### src/rtl/fdc_host_pkg.sv
package fdc_host_pkg;

  // ****************************************
  // Register indices (byte address = 4 * index)
  // ****************************************
  localparam logic [11:0] IDX_TAPE_INFO     = 12'h3F3;
  localparam logic [11:0] IDX_RATE_STATUS   = 12'h3F4;
  localparam logic [11:0] IDX_DATA_PORT     = 12'h3F5;
  localparam logic [11:0] IDX_CONFIG_RATE   = 12'h3F7;
  localparam logic [11:0] IDX_MODE_CONFIG   = 12'h3F8;
  localparam logic [11:0] IDX_DRIVE_KIND    = 12'h3F9;
  localparam logic [11:0] IDX_BOOT_POLARITY = 12'h3FA;
  localparam logic [11:0] IDX_BLOCK_STATUS  = 12'h3FB;
  localparam logic [11:0] IDX_PRECOMP_TRACK = 12'h3FC;

  // ****************************************
  // Field positions
  // ****************************************
  localparam int RATE_LSB       = 0;
  localparam int PRECOMP_LSB    = 2;
  localparam int LOW_POWER_BIT  = 6;
  localparam int SOFT_RESET_BIT = 7;
  localparam int POL_HIGH_BIT   = 3;
  localparam int POL_LOW_BIT    = 2;
  localparam int ENHANCED_BIT   = 0;

  // ****************************************
  // Reset values and encodings
  // ****************************************
  localparam logic [1:0] RATE_RESET        = 2'h2;
  localparam logic [2:0] PRECOMP_RESET     = 3'h0;
  localparam logic [1:0] RATE_1M           = 2'h3;
  localparam logic [2:0] PRECOMP_DEFAULT   = 3'h0;
  localparam logic [2:0] PRECOMP_OFF       = 3'h7;
  localparam logic [2:0] STEPS_DEFAULT_1M  = 3'h1;
  localparam logic [2:0] STEPS_DEFAULT_LOW = 3'h3;
  localparam logic [2:0] STEPS_NONE        = 3'h0;
  localparam logic [7:0] TRACK_RESET       = 8'h00;
  localparam logic [7:0] FLOAT_NORMAL      = 8'hFC;

  // ****************************************
  // Data buffer geometry
  // ****************************************
  localparam int         BUF_DEPTH = 16;
  localparam int         BUF_AW    = 4;
  localparam logic [4:0] BUF_FULL  = 5'h10;

  typedef enum logic [1:0] {
    BUS_IDLE    = 2'b00,
    BUS_RD_WAIT = 2'b01,
    BUS_RD_DONE = 2'b11,
    BUS_WRITE   = 2'b10
  } bus_state_type;

endpackage

### src/rtl/fdc_byte_buffer.sv
`timescale 1ns/1ps
`default_nettype none
module fdc_byte_buffer
  import fdc_host_pkg::*;
(
  // Clock and reset
  input  wire logic       hclk,
  input  wire logic       hresetn,
  input  wire logic       ce,
  // Control
  input  wire logic       flush,
  input  wire logic       single_byte,
  // Fill side
  input  wire logic       push,
  input  wire logic [7:0] push_data,
  // Drain side
  input  wire logic       pop,
  output logic      [7:0] pop_data,
  // State
  output logic      [4:0] count,
  output logic            full,
  output logic            empty
);
  import fdc_host_pkg::*;

  typedef struct packed {
    logic [BUF_DEPTH-1:0][7:0] mem;
    logic [BUF_AW-1:0]         head;
    logic [BUF_AW-1:0]         tail;
    logic [4:0]                cnt;
  } buf_state_type;

  buf_state_type s_r;
  buf_state_type s_nxt;
  logic          do_push;
  logic          do_pop;

  // With the buffer off it behaves as a one-byte holding register
  assign full     = single_byte ? (s_r.cnt != 5'h00) : (s_r.cnt == BUF_FULL);
  assign empty    = (s_r.cnt == 5'h00);
  assign count    = s_r.cnt;
  assign pop_data = s_r.mem[s_r.head];
  assign do_push  = push && !full;
  assign do_pop   = pop && !empty;

  always_comb begin
    s_nxt = s_r;
    if (flush) begin
      s_nxt.head = '0;
      s_nxt.tail = '0;
      s_nxt.cnt  = 5'h00;
    end else begin
      if (do_push) begin
        s_nxt.mem[s_r.tail] = push_data;
        s_nxt.tail          = s_r.tail + 1'b1;
      end
      if (do_pop) begin
        s_nxt.head = s_r.head + 1'b1;
      end
      if (do_push && !do_pop) begin
        s_nxt.cnt = s_r.cnt + 5'h01;
      end else if (do_pop && !do_push) begin
        s_nxt.cnt = s_r.cnt - 5'h01;
      end
    end
  end

  always_ff @(posedge hclk or negedge hresetn) begin
    if (!hresetn) begin
      s_r <= '0;
    end else if (ce) begin
      s_r <= s_nxt;
    end
  end

endmodule // fdc_byte_buffer
`default_nettype wire

### src/rtl/floppy_host_register_interface.sv
// Register access over AHB-Lite was decided locally.
`timescale 1ns/1ps
`default_nettype none
module floppy_host_register_interface
  import fdc_host_pkg::*;
(
  // Clock, reset, enable
  input  wire logic        hclk,
  input  wire logic        hresetn,
  input  wire logic        ce,
  // AHB-Lite slave
  input  wire logic        hsel,
  input  wire logic [31:0] haddr,
  input  wire logic [1:0]  htrans,
  input  wire logic        hwrite,
  input  wire logic [2:0]  hsize,
  input  wire logic [31:0] hwdata,
  input  wire logic        hready,
  output logic             hreadyout,
  output logic             hresp,
  output logic      [31:0] hrdata,
  output logic      [7:0]  rdata_float,
  // Drive-side inputs
  input  wire logic        media_sense_pin_low,
  input  wire logic        media_sense_pin_high,
  input  wire logic [1:0]  last_drive_select,
  // Command engine status
  input  wire logic [3:0]  drive_seek_active,
  input  wire logic        command_busy,
  input  wire logic        exec_phase,
  input  wire logic        polled_mode,
  input  wire logic        engine_request,
  input  wire logic        engine_direction,
  input  wire logic        fm_mode,
  // Command and result bytes
  output logic      [7:0]  command_byte,
  output logic             command_byte_valid,
  input  wire logic [7:0]  result_byte,
  output logic             result_byte_taken,
  // Configure command results
  input  wire logic        buffer_cfg_load,
  input  wire logic        buffer_cfg_enable,
  input  wire logic [3:0]  buffer_cfg_threshold,
  input  wire logic        precomp_track_load,
  input  wire logic [7:0]  precomp_track_value,
  // Engine side of data buffer
  input  wire logic        engine_push,
  input  wire logic [7:0]  engine_push_data,
  input  wire logic        engine_pop,
  output logic      [7:0]  engine_pop_data,
  output logic             engine_buffer_ready,
  output logic             buffer_service_request,
  output logic             transfer_error,
  // Controller control
  output logic      [1:0]  rate_select,
  output logic             fm_rate_illegal,
  output logic      [2:0]  write_shift_select,
  output logic      [7:0]  precomp_start_track,
  output logic             controller_clock_stop,
  output logic             controller_reset
);
  import fdc_host_pkg::*;

  // ****************************************
  // State
  // ****************************************
  typedef struct packed {
    bus_state_type bus;
    logic [11:0]   idx;
    logic          hit;
    logic [31:0]   rdata;
    logic [7:0]    float_mask;
    logic [1:0]    tape_unit_choice;
    logic [1:0]    rate;
    logic [2:0]    precomp;
    logic          low_power;
    logic          soft_reset;
    logic          enhanced;
    logic [7:0]    drive_kind_config;
    logic [7:0]    boot_and_polarity_config;
    logic [7:0]    track;
    logic          buf_enable;
    logic [3:0]    buf_threshold;
    logic          exec_d;
    logic          xfer_err;
    logic [7:0]    cmd_byte;
    logic          cmd_valid;
    logic          result_taken;
  } regs_type;

  regs_type    s_r;
  regs_type    s_nxt;
  logic        accept;
  logic        host_transfer_request;
  logic        transfer_direction;
  logic [7:0]  controller_main_status;
  logic [7:0]  tape_info_value;
  logic        media_kind_bit_high;
  logic        media_kind_bit_low;
  logic [2:0]  steps;
  logic        buf_flush;
  logic        buf_push;
  logic        buf_pop;
  logic        host_push;
  logic        host_pop;
  logic [7:0]  buf_push_data;
  logic [7:0]  buf_pop_data;
  logic [4:0]  buf_count;
  logic        buf_full;
  logic        buf_empty;

  // Maps an aligned word address to a register index; misaligned or high reads miss
  function automatic logic reg_hit(input logic [31:0] a, input logic [11:0] idx);
    return (a[31:14] == 18'h00000) && (a[1:0] == 2'b00) && (a[13:2] == idx);
  endfunction

  // ****************************************
  // Combinational views
  // ****************************************
  assign accept = hsel && htrans[1] && hready;

  assign media_kind_bit_high = media_sense_pin_high ^ s_r.boot_and_polarity_config[POL_HIGH_BIT];
  assign media_kind_bit_low  = media_sense_pin_low ^ s_r.boot_and_polarity_config[POL_LOW_BIT];

  // drive kind pair; boot drive; tape choice
  assign tape_info_value = {media_kind_bit_high,
                            media_kind_bit_low,
                            s_r.drive_kind_config[{last_drive_select, 1'b0} +: 2],
                            s_r.boot_and_polarity_config[1:0],
                            s_r.tape_unit_choice};

  // direction from engine; request from buffer while executing
  assign transfer_direction = engine_direction;
  always_comb begin
    if (s_r.low_power) begin
      host_transfer_request = 1'b0;
    end else if (exec_phase) begin
      host_transfer_request = transfer_direction ? !buf_empty : !buf_full;
    end else begin
      host_transfer_request = engine_request;
    end
  end

  // seek bits; busy bit; polled execution bit
  assign controller_main_status = {host_transfer_request,
                                   transfer_direction,
                                   polled_mode && exec_phase,
                                   command_busy,
                                   drive_seek_active};

  always_comb begin
    if (s_r.precomp == PRECOMP_OFF) begin
      steps = STEPS_NONE;
    end else if (s_r.precomp == PRECOMP_DEFAULT) begin
      steps = (s_r.rate == RATE_1M) ? STEPS_DEFAULT_1M : STEPS_DEFAULT_LOW;
    end else begin
      steps = s_r.precomp;
    end
  end

  assign buf_flush = (exec_phase && !s_r.exec_d) || s_r.soft_reset;

  // ****************************************
  // Next state
  // ****************************************
  always_comb begin
    s_nxt              = s_r;
    s_nxt.exec_d       = exec_phase;
    s_nxt.xfer_err     = 1'b0;
    s_nxt.cmd_valid    = 1'b0;
    s_nxt.result_taken = 1'b0;
    s_nxt.soft_reset   = 1'b0;
    host_push          = 1'b0;
    host_pop           = 1'b0;

    if (s_r.soft_reset) begin
      s_nxt.low_power     = 1'b0;
      s_nxt.buf_enable    = 1'b0;
      s_nxt.buf_threshold = 4'h0;
    end

    if (buffer_cfg_load) begin
      s_nxt.buf_enable    = buffer_cfg_enable;
      s_nxt.buf_threshold = buffer_cfg_threshold;
    end
    if (precomp_track_load) begin
      s_nxt.track = precomp_track_value;
    end

    // Write data phase: hwdata valid now
    if (s_r.bus == BUS_WRITE && s_r.hit) begin
      if (s_r.idx == IDX_TAPE_INFO) begin
        s_nxt.tape_unit_choice = hwdata[1:0];
      end else if (s_r.idx == IDX_RATE_STATUS) begin
        s_nxt.rate    = hwdata[RATE_LSB +: 2];
        s_nxt.precomp = hwdata[PRECOMP_LSB +: 3];
        if (hwdata[LOW_POWER_BIT]) begin
          s_nxt.low_power = 1'b1;
        end
        s_nxt.soft_reset = hwdata[SOFT_RESET_BIT];
      end else if (s_r.idx == IDX_DATA_PORT) begin
        s_nxt.low_power = 1'b0;
        if (exec_phase && !transfer_direction) begin
          host_push = 1'b1;
          s_nxt.xfer_err = buf_full;
        end else begin
          s_nxt.cmd_byte  = hwdata[7:0];
          s_nxt.cmd_valid = 1'b1;
        end
      end else if (s_r.idx == IDX_CONFIG_RATE) begin
        // rate from the other rate register
        s_nxt.rate = hwdata[RATE_LSB +: 2];
      end else if (s_r.idx == IDX_MODE_CONFIG) begin
        s_nxt.enhanced = hwdata[ENHANCED_BIT];
      end else if (s_r.idx == IDX_DRIVE_KIND) begin
        s_nxt.drive_kind_config = hwdata[7:0];
      end else if (s_r.idx == IDX_BOOT_POLARITY) begin
        s_nxt.boot_and_polarity_config = hwdata[7:0];
      end else if (s_r.idx == IDX_PRECOMP_TRACK) begin
        s_nxt.track = hwdata[7:0];
      end
    end

    // Read capture one cycle after the address, so a write just before is seen
    if (s_r.bus == BUS_RD_WAIT) begin
      s_nxt.rdata      = 32'h0000_0000;
      s_nxt.float_mask = 8'h00;
      if (!s_r.hit) begin
        s_nxt.rdata = 32'h0000_0000;
      end else if (s_r.idx == IDX_TAPE_INFO) begin
        if (s_r.enhanced) begin
          s_nxt.rdata[7:0] = tape_info_value;
        end else begin
          // upper bits undriven in normal mode
          s_nxt.rdata[1:0] = s_r.tape_unit_choice;
          s_nxt.float_mask = FLOAT_NORMAL;
        end
      end else if (s_r.idx == IDX_RATE_STATUS) begin
        s_nxt.rdata[7:0] = controller_main_status;
        s_nxt.low_power  = 1'b0;
      end else if (s_r.idx == IDX_DATA_PORT) begin
        s_nxt.low_power = 1'b0;
        if (exec_phase && transfer_direction) begin
          host_pop         = 1'b1;
          s_nxt.rdata[7:0] = buf_pop_data;
          s_nxt.xfer_err   = buf_empty;
        end else begin
          s_nxt.rdata[7:0]   = result_byte;
          s_nxt.result_taken = 1'b1;
        end
      end else if (s_r.idx == IDX_MODE_CONFIG) begin
        s_nxt.rdata[ENHANCED_BIT] = s_r.enhanced;
      end else if (s_r.idx == IDX_DRIVE_KIND) begin
        s_nxt.rdata[7:0] = s_r.drive_kind_config;
      end else if (s_r.idx == IDX_BOOT_POLARITY) begin
        s_nxt.rdata[7:0] = s_r.boot_and_polarity_config;
      end else if (s_r.idx == IDX_BLOCK_STATUS) begin
        s_nxt.rdata[15:0] = {buf_count[3:0], s_r.buf_threshold, s_r.buf_enable,
                             s_r.low_power, steps, buf_full, s_r.rate};
      end else if (s_r.idx == IDX_PRECOMP_TRACK) begin
        s_nxt.rdata[7:0] = s_r.track;
      end
    end

    // Bus sequencing: reads take one wait state, writes none
    case (s_r.bus)
      BUS_RD_WAIT: begin
        s_nxt.bus = BUS_RD_DONE;
      end
      default: begin
        if (accept) begin
          s_nxt.bus = hwrite ? BUS_WRITE : BUS_RD_WAIT;
          s_nxt.hit = reg_hit(haddr, haddr[13:2]) && (hsize == 3'h2);
          s_nxt.idx = haddr[13:2];
        end else begin
          s_nxt.bus = BUS_IDLE;
          s_nxt.hit = 1'b0;
        end
      end
    endcase
  end

  always_ff @(posedge hclk or negedge hresetn) begin
    if (!hresetn) begin
      s_r                          <= '0;
      s_r.bus                      <= BUS_IDLE;
      // hard reset gives 250 kb/s, default precomp
      s_r.rate                     <= RATE_RESET;
      s_r.precomp                  <= PRECOMP_RESET;
      s_r.track                    <= TRACK_RESET;
      s_r.buf_enable               <= 1'b0;
    end else if (ce) begin
      s_r <= s_nxt;
    end
  end

  // ****************************************
  // Data buffer
  // ****************************************
  assign buf_push      = transfer_direction ? engine_push : host_push;
  assign buf_pop       = transfer_direction ? host_pop : engine_pop;
  assign buf_push_data = transfer_direction ? engine_push_data : hwdata[7:0];

  fdc_byte_buffer u_buffer (
    .hclk        (hclk),
    .hresetn     (hresetn),
    .ce          (ce),
    .flush       (buf_flush),
    .single_byte (!s_r.buf_enable),
    .push        (buf_push),
    .push_data   (buf_push_data),
    .pop         (buf_pop),
    .pop_data    (buf_pop_data),
    .count       (buf_count),
    .full        (buf_full),
    .empty       (buf_empty)
  );

  // Service request once the threshold is reached in either direction
  always_comb begin
    if (!exec_phase) begin
      buffer_service_request = 1'b0;
    end else if (!s_r.buf_enable) begin
      buffer_service_request = transfer_direction ? !buf_empty : buf_empty;
    end else if (transfer_direction) begin
      buffer_service_request = buf_count >= {1'b0, s_r.buf_threshold};
    end else begin
      buffer_service_request = (BUF_FULL - buf_count) >= {1'b0, s_r.buf_threshold};
    end
  end

  // ****************************************
  // Outputs
  // ****************************************
  assign hreadyout           = (s_r.bus != BUS_RD_WAIT);
  assign hresp               = 1'b0;
  assign hrdata              = s_r.rdata;
  assign rdata_float         = s_r.float_mask;
  assign command_byte        = s_r.cmd_byte;
  assign command_byte_valid  = s_r.cmd_valid;
  assign result_byte_taken   = s_r.result_taken;
  assign engine_pop_data     = buf_pop_data;
  assign engine_buffer_ready = transfer_direction ? !buf_full : !buf_empty;
  // engine ends command on this pulse
  assign transfer_error      = s_r.xfer_err;
  assign rate_select         = s_r.rate;
  // FM at top rate is illegal
  assign fm_rate_illegal     = fm_mode && (s_r.rate == RATE_1M);
  assign write_shift_select  = steps;
  assign precomp_start_track = s_r.track;
  assign controller_clock_stop = s_r.low_power;
  assign controller_reset      = s_r.soft_reset;

endmodule // floppy_host_register_interface
`default_nettype wire

### config.mk
export PLATFORM = sky130hd
export DESIGN_NAME = floppy_host_register_interface
export DESIGN_NICKNAME = d
export VERILOG_FILES = /design/src/rtl/fdc_host_pkg.sv /design/src/rtl/fdc_byte_buffer.sv /design/src/rtl/floppy_host_register_interface.sv
export SDC_FILE = /design/constraint.sdc
export NUM_CORES = 1
export LEC_CHECK = 0
export ABC_AREA = 0
export BUFFER_PORTS_ARGS = -buffer_cell sky130_fd_sc_hd__buf_4
export CAP_MARGIN = 0
export CORE_MARGIN = 1.5
export CORE_UTILIZATION = 30
export CTS_BUF_LIST = sky130_fd_sc_hd__clkbuf_2 sky130_fd_sc_hd__clkbuf_4 sky130_fd_sc_hd__clkbuf_8
export CTS_CLUSTER_SIZE = 25
export DETAILED_ROUTE_END_ITERATION = 7
export PLACE_DENSITY = 0.45
export SYNTH_ARGS = -nofsm -noshare
export SYNTH_HDL_FRONTEND = slang
export SYNTH_SLANG_ARGS = --single-unit
### constraint.sdc
create_clock -name hclk -period 8.6 [get_ports hclk]
set_clock_uncertainty 0.2 [all_clocks]
set_input_delay 0.86 -clock hclk [delete_from_list [all_inputs] [get_ports hclk]]
set_output_delay 0.86 -clock hclk [all_outputs]
set_load 0.01 [all_outputs]
### After elaboration in Yosys (flattened, before gate mapping)

Cells that the tools add are included.

| storage, ports and cells | value |
|---|---|
| bits in registers | 231 |
| output and inout port bits | 79 |

| cells by class | value |
|---|---|
| $add $sub $neg | 5 |
| magnitude comparators | 5 |
| equal/unequal tests | 17 |
| shift-type cells | 1 |
| mux-type cells | 107 |
| bitwise operators | 11 |
| reduce and logical (&&, ||, !) cells | 47 |

Operator list:

| operator | count |
|---|---|
| 8-bit two-way mux | 25 |
| 128-bit bitwise mux | 1 |
| 12-bit by 10-bit equality test with 1-bit output, second input constant | 9 |
| 25-bit two-way mux | 3 |
| 27-bit two-way mux | 2 |
| 1-bit two-way mux | 48 |
| 10-bit two-way mux | 4 |
| 8-bit binary-select mux with 4-bit select | 1 |
| 8-bit demux with 4-bit select | 1 |
| 16-bit two-way mux | 2 |
| 24-bit two-way mux | 1 |
| 5-bit two-way mux | 4 |
| 18-bit zero test | 1 |
| 1-bit logical AND | 15 |
| 15-bit two-way mux | 1 |
| 2-bit two-way mux | 7 |
| 13-bit two-way mux | 1 |
| 2-bit AND reduction | 6 |
| 5-bit by 4-bit >= comparator with 1-bit output | 2 |
| 4-bit by 5-bit less-than comparator with 1-bit output, second input constant | 2 |
| 9-bit two-way mux | 1 |
| 1-bit NOT | 9 |
| 3-bit AND reduction | 3 |
| 9-bit AND reduction | 1 |
| 30 further kinds | 43 |

### Logic depth before layout (Yosys ltp)

| logic depth | value |
|---|---|
| word-level depth | 15 |
| mapped depth | 15 |
| mapped depth without buffers | 15 |

### Modules after synthesis

From an unflattened synthesis, not the netlist that was laid out.

| unflattened totals | value |
|---|---|
| cell total of the unflattened synthesis | 1033 |
| area total of the unflattened synthesis | 12309.3 um^2 |

By module, submodules not included:

| module | times used | cells an instance | area each (um^2) | seq. area each (um^2) |
|---|---|---|---|---|
| fdc_byte_buffer | 1 | 512 | 6984.2 | 3528.4 |
| floppy_host_register_interface | 1 | 521 | 5325.1 | 2078.2 |

### Worst setup path after synthesis

OpenSTA, ideal clock, no wires.

| timing | value |
|---|---|
| path kind | register to register |
| from | reg u_buffer.s_r (netlist bit u_buffer.count[0]) |
| to | reg u_buffer.s_r (netlist bit u_buffer.count[4]) |
| arrival | 3161 ps |
| data required time | 8317 ps |
| path slack | 5157 ps |
| cell stages (with the launch flop) | 16 |
| path buffers | 0 |
| clock period less this slack | 3443 ps |
| cell sequence | dfrtp_1 -> inv_1 -> ha_1 -> nor3b_2 -> ha_1 -> or3b_2 -> o41ai_4 -> nand2b_1 -> inv_1 -> fa_1 -> inv_1 -> a21o_1 -> a21oi_1 -> and3_1 -> o31a_1 -> o21ai_0 |

| on the way | value |
|---|---|
| cells in the longest elaborated chain, start to end | 8 |
| elaborated cells between the ends (all ways) | 19 |

Ends and longest elaborated chain:

| item | RTL line | text |
|---|---|---|
| from (decl) | fdc_byte_buffer.sv:33 | `buf_state_type s_r;` |
| from (signal assigned) | fdc_byte_buffer.sv:72 | `s_r <= s_nxt;` |
| branches (longest 8 deep; another with 5-bit by 1-bit subtractor with 5-bit output) | -- |  |

Several ways; the timed one is not identified. The select of a mux whose other input is x is not followed.
A chain may end at the register's enable or synchronous reset.

### Worst setup path after layout

| timing | value |
|---|---|
| from | reg u_buffer.s_r[9] (netlist name) |
| to | out engine_pop_data[2] |

| on the way | value |
|---|---|
| cells in the longest elaborated chain, start to end | 2 |

Ends and longest elaborated chain:

| item | RTL line | text |
|---|---|---|
| 8-bit binary-select mux with 4-bit select | fdc_byte_buffer.sv:42 | `assign pop_data = s_r.mem[s_r.head];` |
| 8-bit two-way mux (implied by the code) | fdc_byte_buffer.sv:42 |  |
| to (decl) | floppy_host_register_interface.sv:50 | `output logic [7:0] engine_pop_data,` |

No other way between the ends. The select of a mux whose other input is x is not followed.

==> results.json <==
{
  "wl_per_cell_um": 21.6,
  "drv_slew": 0,
  "core-area_um2": 37900,
  "grt_start_max_net_pins": 117,
  "ys_ff_latch": 224,
  "yosys.area_share.simple_pct": 7.93,
  "post_cts_buffers": 0,
  "drt_pass1_iterations": 5,
  "synth-main-ff-cell": "dfrtp_1",
  "vias": 8075,
  "postRouteAntennaNets": 0,
  "multiInputGateArea_um2": 5380,
  "power.density_nw_per_um2": 215,
  "worstReg2RegStart": "s_r[92]",
  "yosysUniqueCellTypes": 68,
  "hold_viol": 0,
  "die_area_um2": 40000,
  "synthArstFlopShare_pct": 100,
  "nFillCells": 3816,
  "cts.repair.resized": 0,
  "dp_hpwl_um": 23400,
  "period_needed_ps": 4010,
  "synth_top_family_by_area": "multiplexers",
  "io_buffers": 156,
  "synth_compound_area_share_pct": 9.13,
  "grt_pass1_vias": 8260,
  "cts_hold_buffers": 0,
  "crit_type": "flip-flop to primary output",
  "yosys_warnings": 0,
  "synth.cell_area_um2": 11600,
  "utilization_pct": 36.5,
  "placed_area_um2": 12900,
  "regArea_um2": 5610,
  "cts-root-buf": "clkbuf_8",
  "drtIter0Drc": 489,
  "post-route-period-util_pct": 46.7,
  "use_met2_pct": 28.1,
  "rows": 71,
  "max_freq_mhz": 249,
  "die_y_um": 200,
  "cts.sinks": 224,
  "cts_buffer_depth": 3,
  "r2r-end": "u_buffer.count[4]",
  "area.growth.synth_to_final_pct": 18.9,
  "clk_pin_slew_ps": 50,
  "dieWidth_um": 200,
  "crit_path_max_fanout": 35,
  "cp.arrival_ps": 2950,
  "synth_xor_area_share_pct": 0.602,
  "nets": 1192,
  "vdd_ir_drop_max_v": 0.000121,
  "totalWireLength_um": 34400,
  "overflow": 0,
  "gp_congestion": 0.890,
  "synth.avg_cell_area_um2": 12.5,
  "syn_inst": 931,
  "grtUsageTotal_pct": 17.5,
  "clk_latency_ps": 590,
  "cts_max_level": 2,
  "rsz0062_at_grt": "no",
  "num_io_pins": 201,
  "setup_tns_ps": 0,
  "place_inst": 1518,
  "vias_per_cell": 5.07,
  "layout.cells.non_filler": 1593,
  "dp_slack_ps": 4710,
  "start_util_pct": 30.7,
  "synthMuxAreaShare_pct": 25.9,
  "max_cap_violations": 0,
  "startpoint_type": "flip-flop",
  "rr_worst_depth": 12,
  "required_ps": 7540,
  "antenna_cells": 0,
  "design_area_um2": 13800,
  "antenna_found_initial": 1,
  "cts_tree": "done",
  "synthAdderAreaFrac_pct": 2.09,
  "regToRegSetupSlack_ps": 4660,
  "grt_util_met1_pct": 23.5,
  "outcome": "finished, final reports clean",
  "grt_first_pass_wirelength_um": 51400,
  "timing.final.ws_setup_ps": 4590,
  "finalSetupViolCount": 0,
  "max-slew-margin-rel_pct": 38.0,
  "hold_class": "input port to async pin",
  "use_met3_pct": 3.98,
  "p_leak_nw": 6.55,
  "gr-max-usage-layer": "met2",
  "worst_setup_path_end_kind": "primary output",
  "synth_edf_count": 0,
  "drive_above_1_share_pct": 44.2,
  "tightest_slew_ps": 931,
  "drc_errors": 0,
  "cts_buffers": 43,
  "ys_seq_area_share_pct": 48.2
}
worst max path at each step:
stage                                 start                 end  slack (ps)  cells past startpoint
after floorplan           u_buffer.count[0]   u_buffer.count[4]        5160                     15
after global placement              s_r[92]   u_buffer.count[4]        4710                     12
after detailed placement            s_r[92]   u_buffer.count[4]        4710                     12
after CTS                   u_buffer.s_r[9]  engine_pop_data[2]        4480                      4
after global routing                s_r[92]   u_buffer.count[4]        4380                     12
final                       u_buffer.s_r[9]  engine_pop_data[2]        4590                      4
synth_stat cells (3+ instances only):
master     instances  area (µm²)
a21oi_1           43         215
o22ai_1           14        87.6
o31ai_1            4        30.0
a32o_1             7        70.1
mux2_2           175        1970
and2_1             4        25.0
nand2_1           46         173
buf_4             60         450
a21boi_0           4        30.0
a221o_1            3        30.0
a22oi_1            3        22.5
nor2_1            32         120
nor2b_1            9        56.3
mux2_1             6        67.6
and3_1             9        56.3
xor2_1             3        26.3
xnor2_1            5        43.8
a31oi_1            4        25.0
nand2_2           12        75.1
o2bb2ai_1          3        26.3
mux2i_1            3        30.0
dfrtp_1          223        5580
a22o_1            15         131
a21o_1             4        30.0
o21ai_0           33         165
o2111ai_1          3        26.3
mux4_2            42         946
buf_2              6        30.0
inv_1             25        93.8
nor3_1             7        35.0
ha_1              17         213
nand2b_1           5        31.3
clkbuf_1          34         128
nand3_1           11        55.1
nor4_1             7        43.8
nand4_1            3        18.8
o221ai_1           4        35.0
buf_1              4        15.0
layout make-up:
class,instances,share of cell area [%]
Timing Repair Buffer,162,8.84
Tap cell,511,4.62
Inverter,25,0.678
Clock buffer,67,6.12
Clock inverter,8,0.343
Sequential cell,224,40.5
Multi-Input combinational cell,596,38.9
where the power goes:
part / total (mW) / switching [mW] / internal [mW]
sequential: 1.19 / 0.0693 / 1.12
clock: 1.10 / 0.474 / 0.624
combinational: 0.696 / 0.376 / 0.320
worst max-delay path, cell delays in order (launching register included):
cell	delay [ps]
dfrtp_2	340
buf_4	560
mux4_2	610
mux4_2	610
buf_4	200
flip-flops by register name (all words and copies together) (netlist names):
register and cells:
command_byte 8, command_byte_valid 1, controller_clock_stop 1, controller_reset 1, hrdata 16, precomp_start_track 8, rate_select 2, rdata_float 1
result_byte_taken 1, s_r 43, transfer_error 1, u_buffer.count 5, u_buffer.s_r 136
per-stage QoR:
| stage | power, mW | hold WS [ps] |
|---|---|---|
| final | 2.98 | 81.7 |
| after global routing | 3.16 | 148 |
| after CTS | 3.04 | 141 |
| after detailed placement | 1.91 | 276 |
| after global placement | 1.91 | 270 |
| after floorplan | 1.65 | 251 |
layout by cell type (no fill, tap or decap), types with 5 or more instances in the layout:
cell,n
dfrtp_1,222
mux2_2,175
buf_4,161
clkbuf_8,55
nand2_1,46
a21oi_1,43
mux4_2,42
o21ai_0,33
nor2_1,32
inv_1,25
conb_1,19
ha_1,17
a22o_1,15
o22ai_1,14
nand2_2,12
clkbuf_4,12
nand3_1,11
nor2b_1,9
and3_1,9
nor3_1,7
a32o_1,7
nor4_1,7
mux2_1,6
xnor2_1,5
nand2b_1,5
clkinv_2,5
routing by layer:
metal / routed length [µm] / up-vias
met5: 0 / -
li1: - / 3621
met3: 2360 / 55
met1: 15200 / 4118
met2: 16100 / 281
met4: 783 / 0
logic make-up (layout without fill, tap and decap cells):
family	count (synthesis)	in the layout
AO/OA/AOI/OAI	158	158
XOR/XNOR	8	8
adder cells (fa/ha/maj)	19	19
buffers and inverters	129	262
flip-flops	224	224
multiplexers	226	226
other	1	19
AND/OR/NAND/NOR	166	166
No activity file was read; power rests on OpenSTA's default activity.
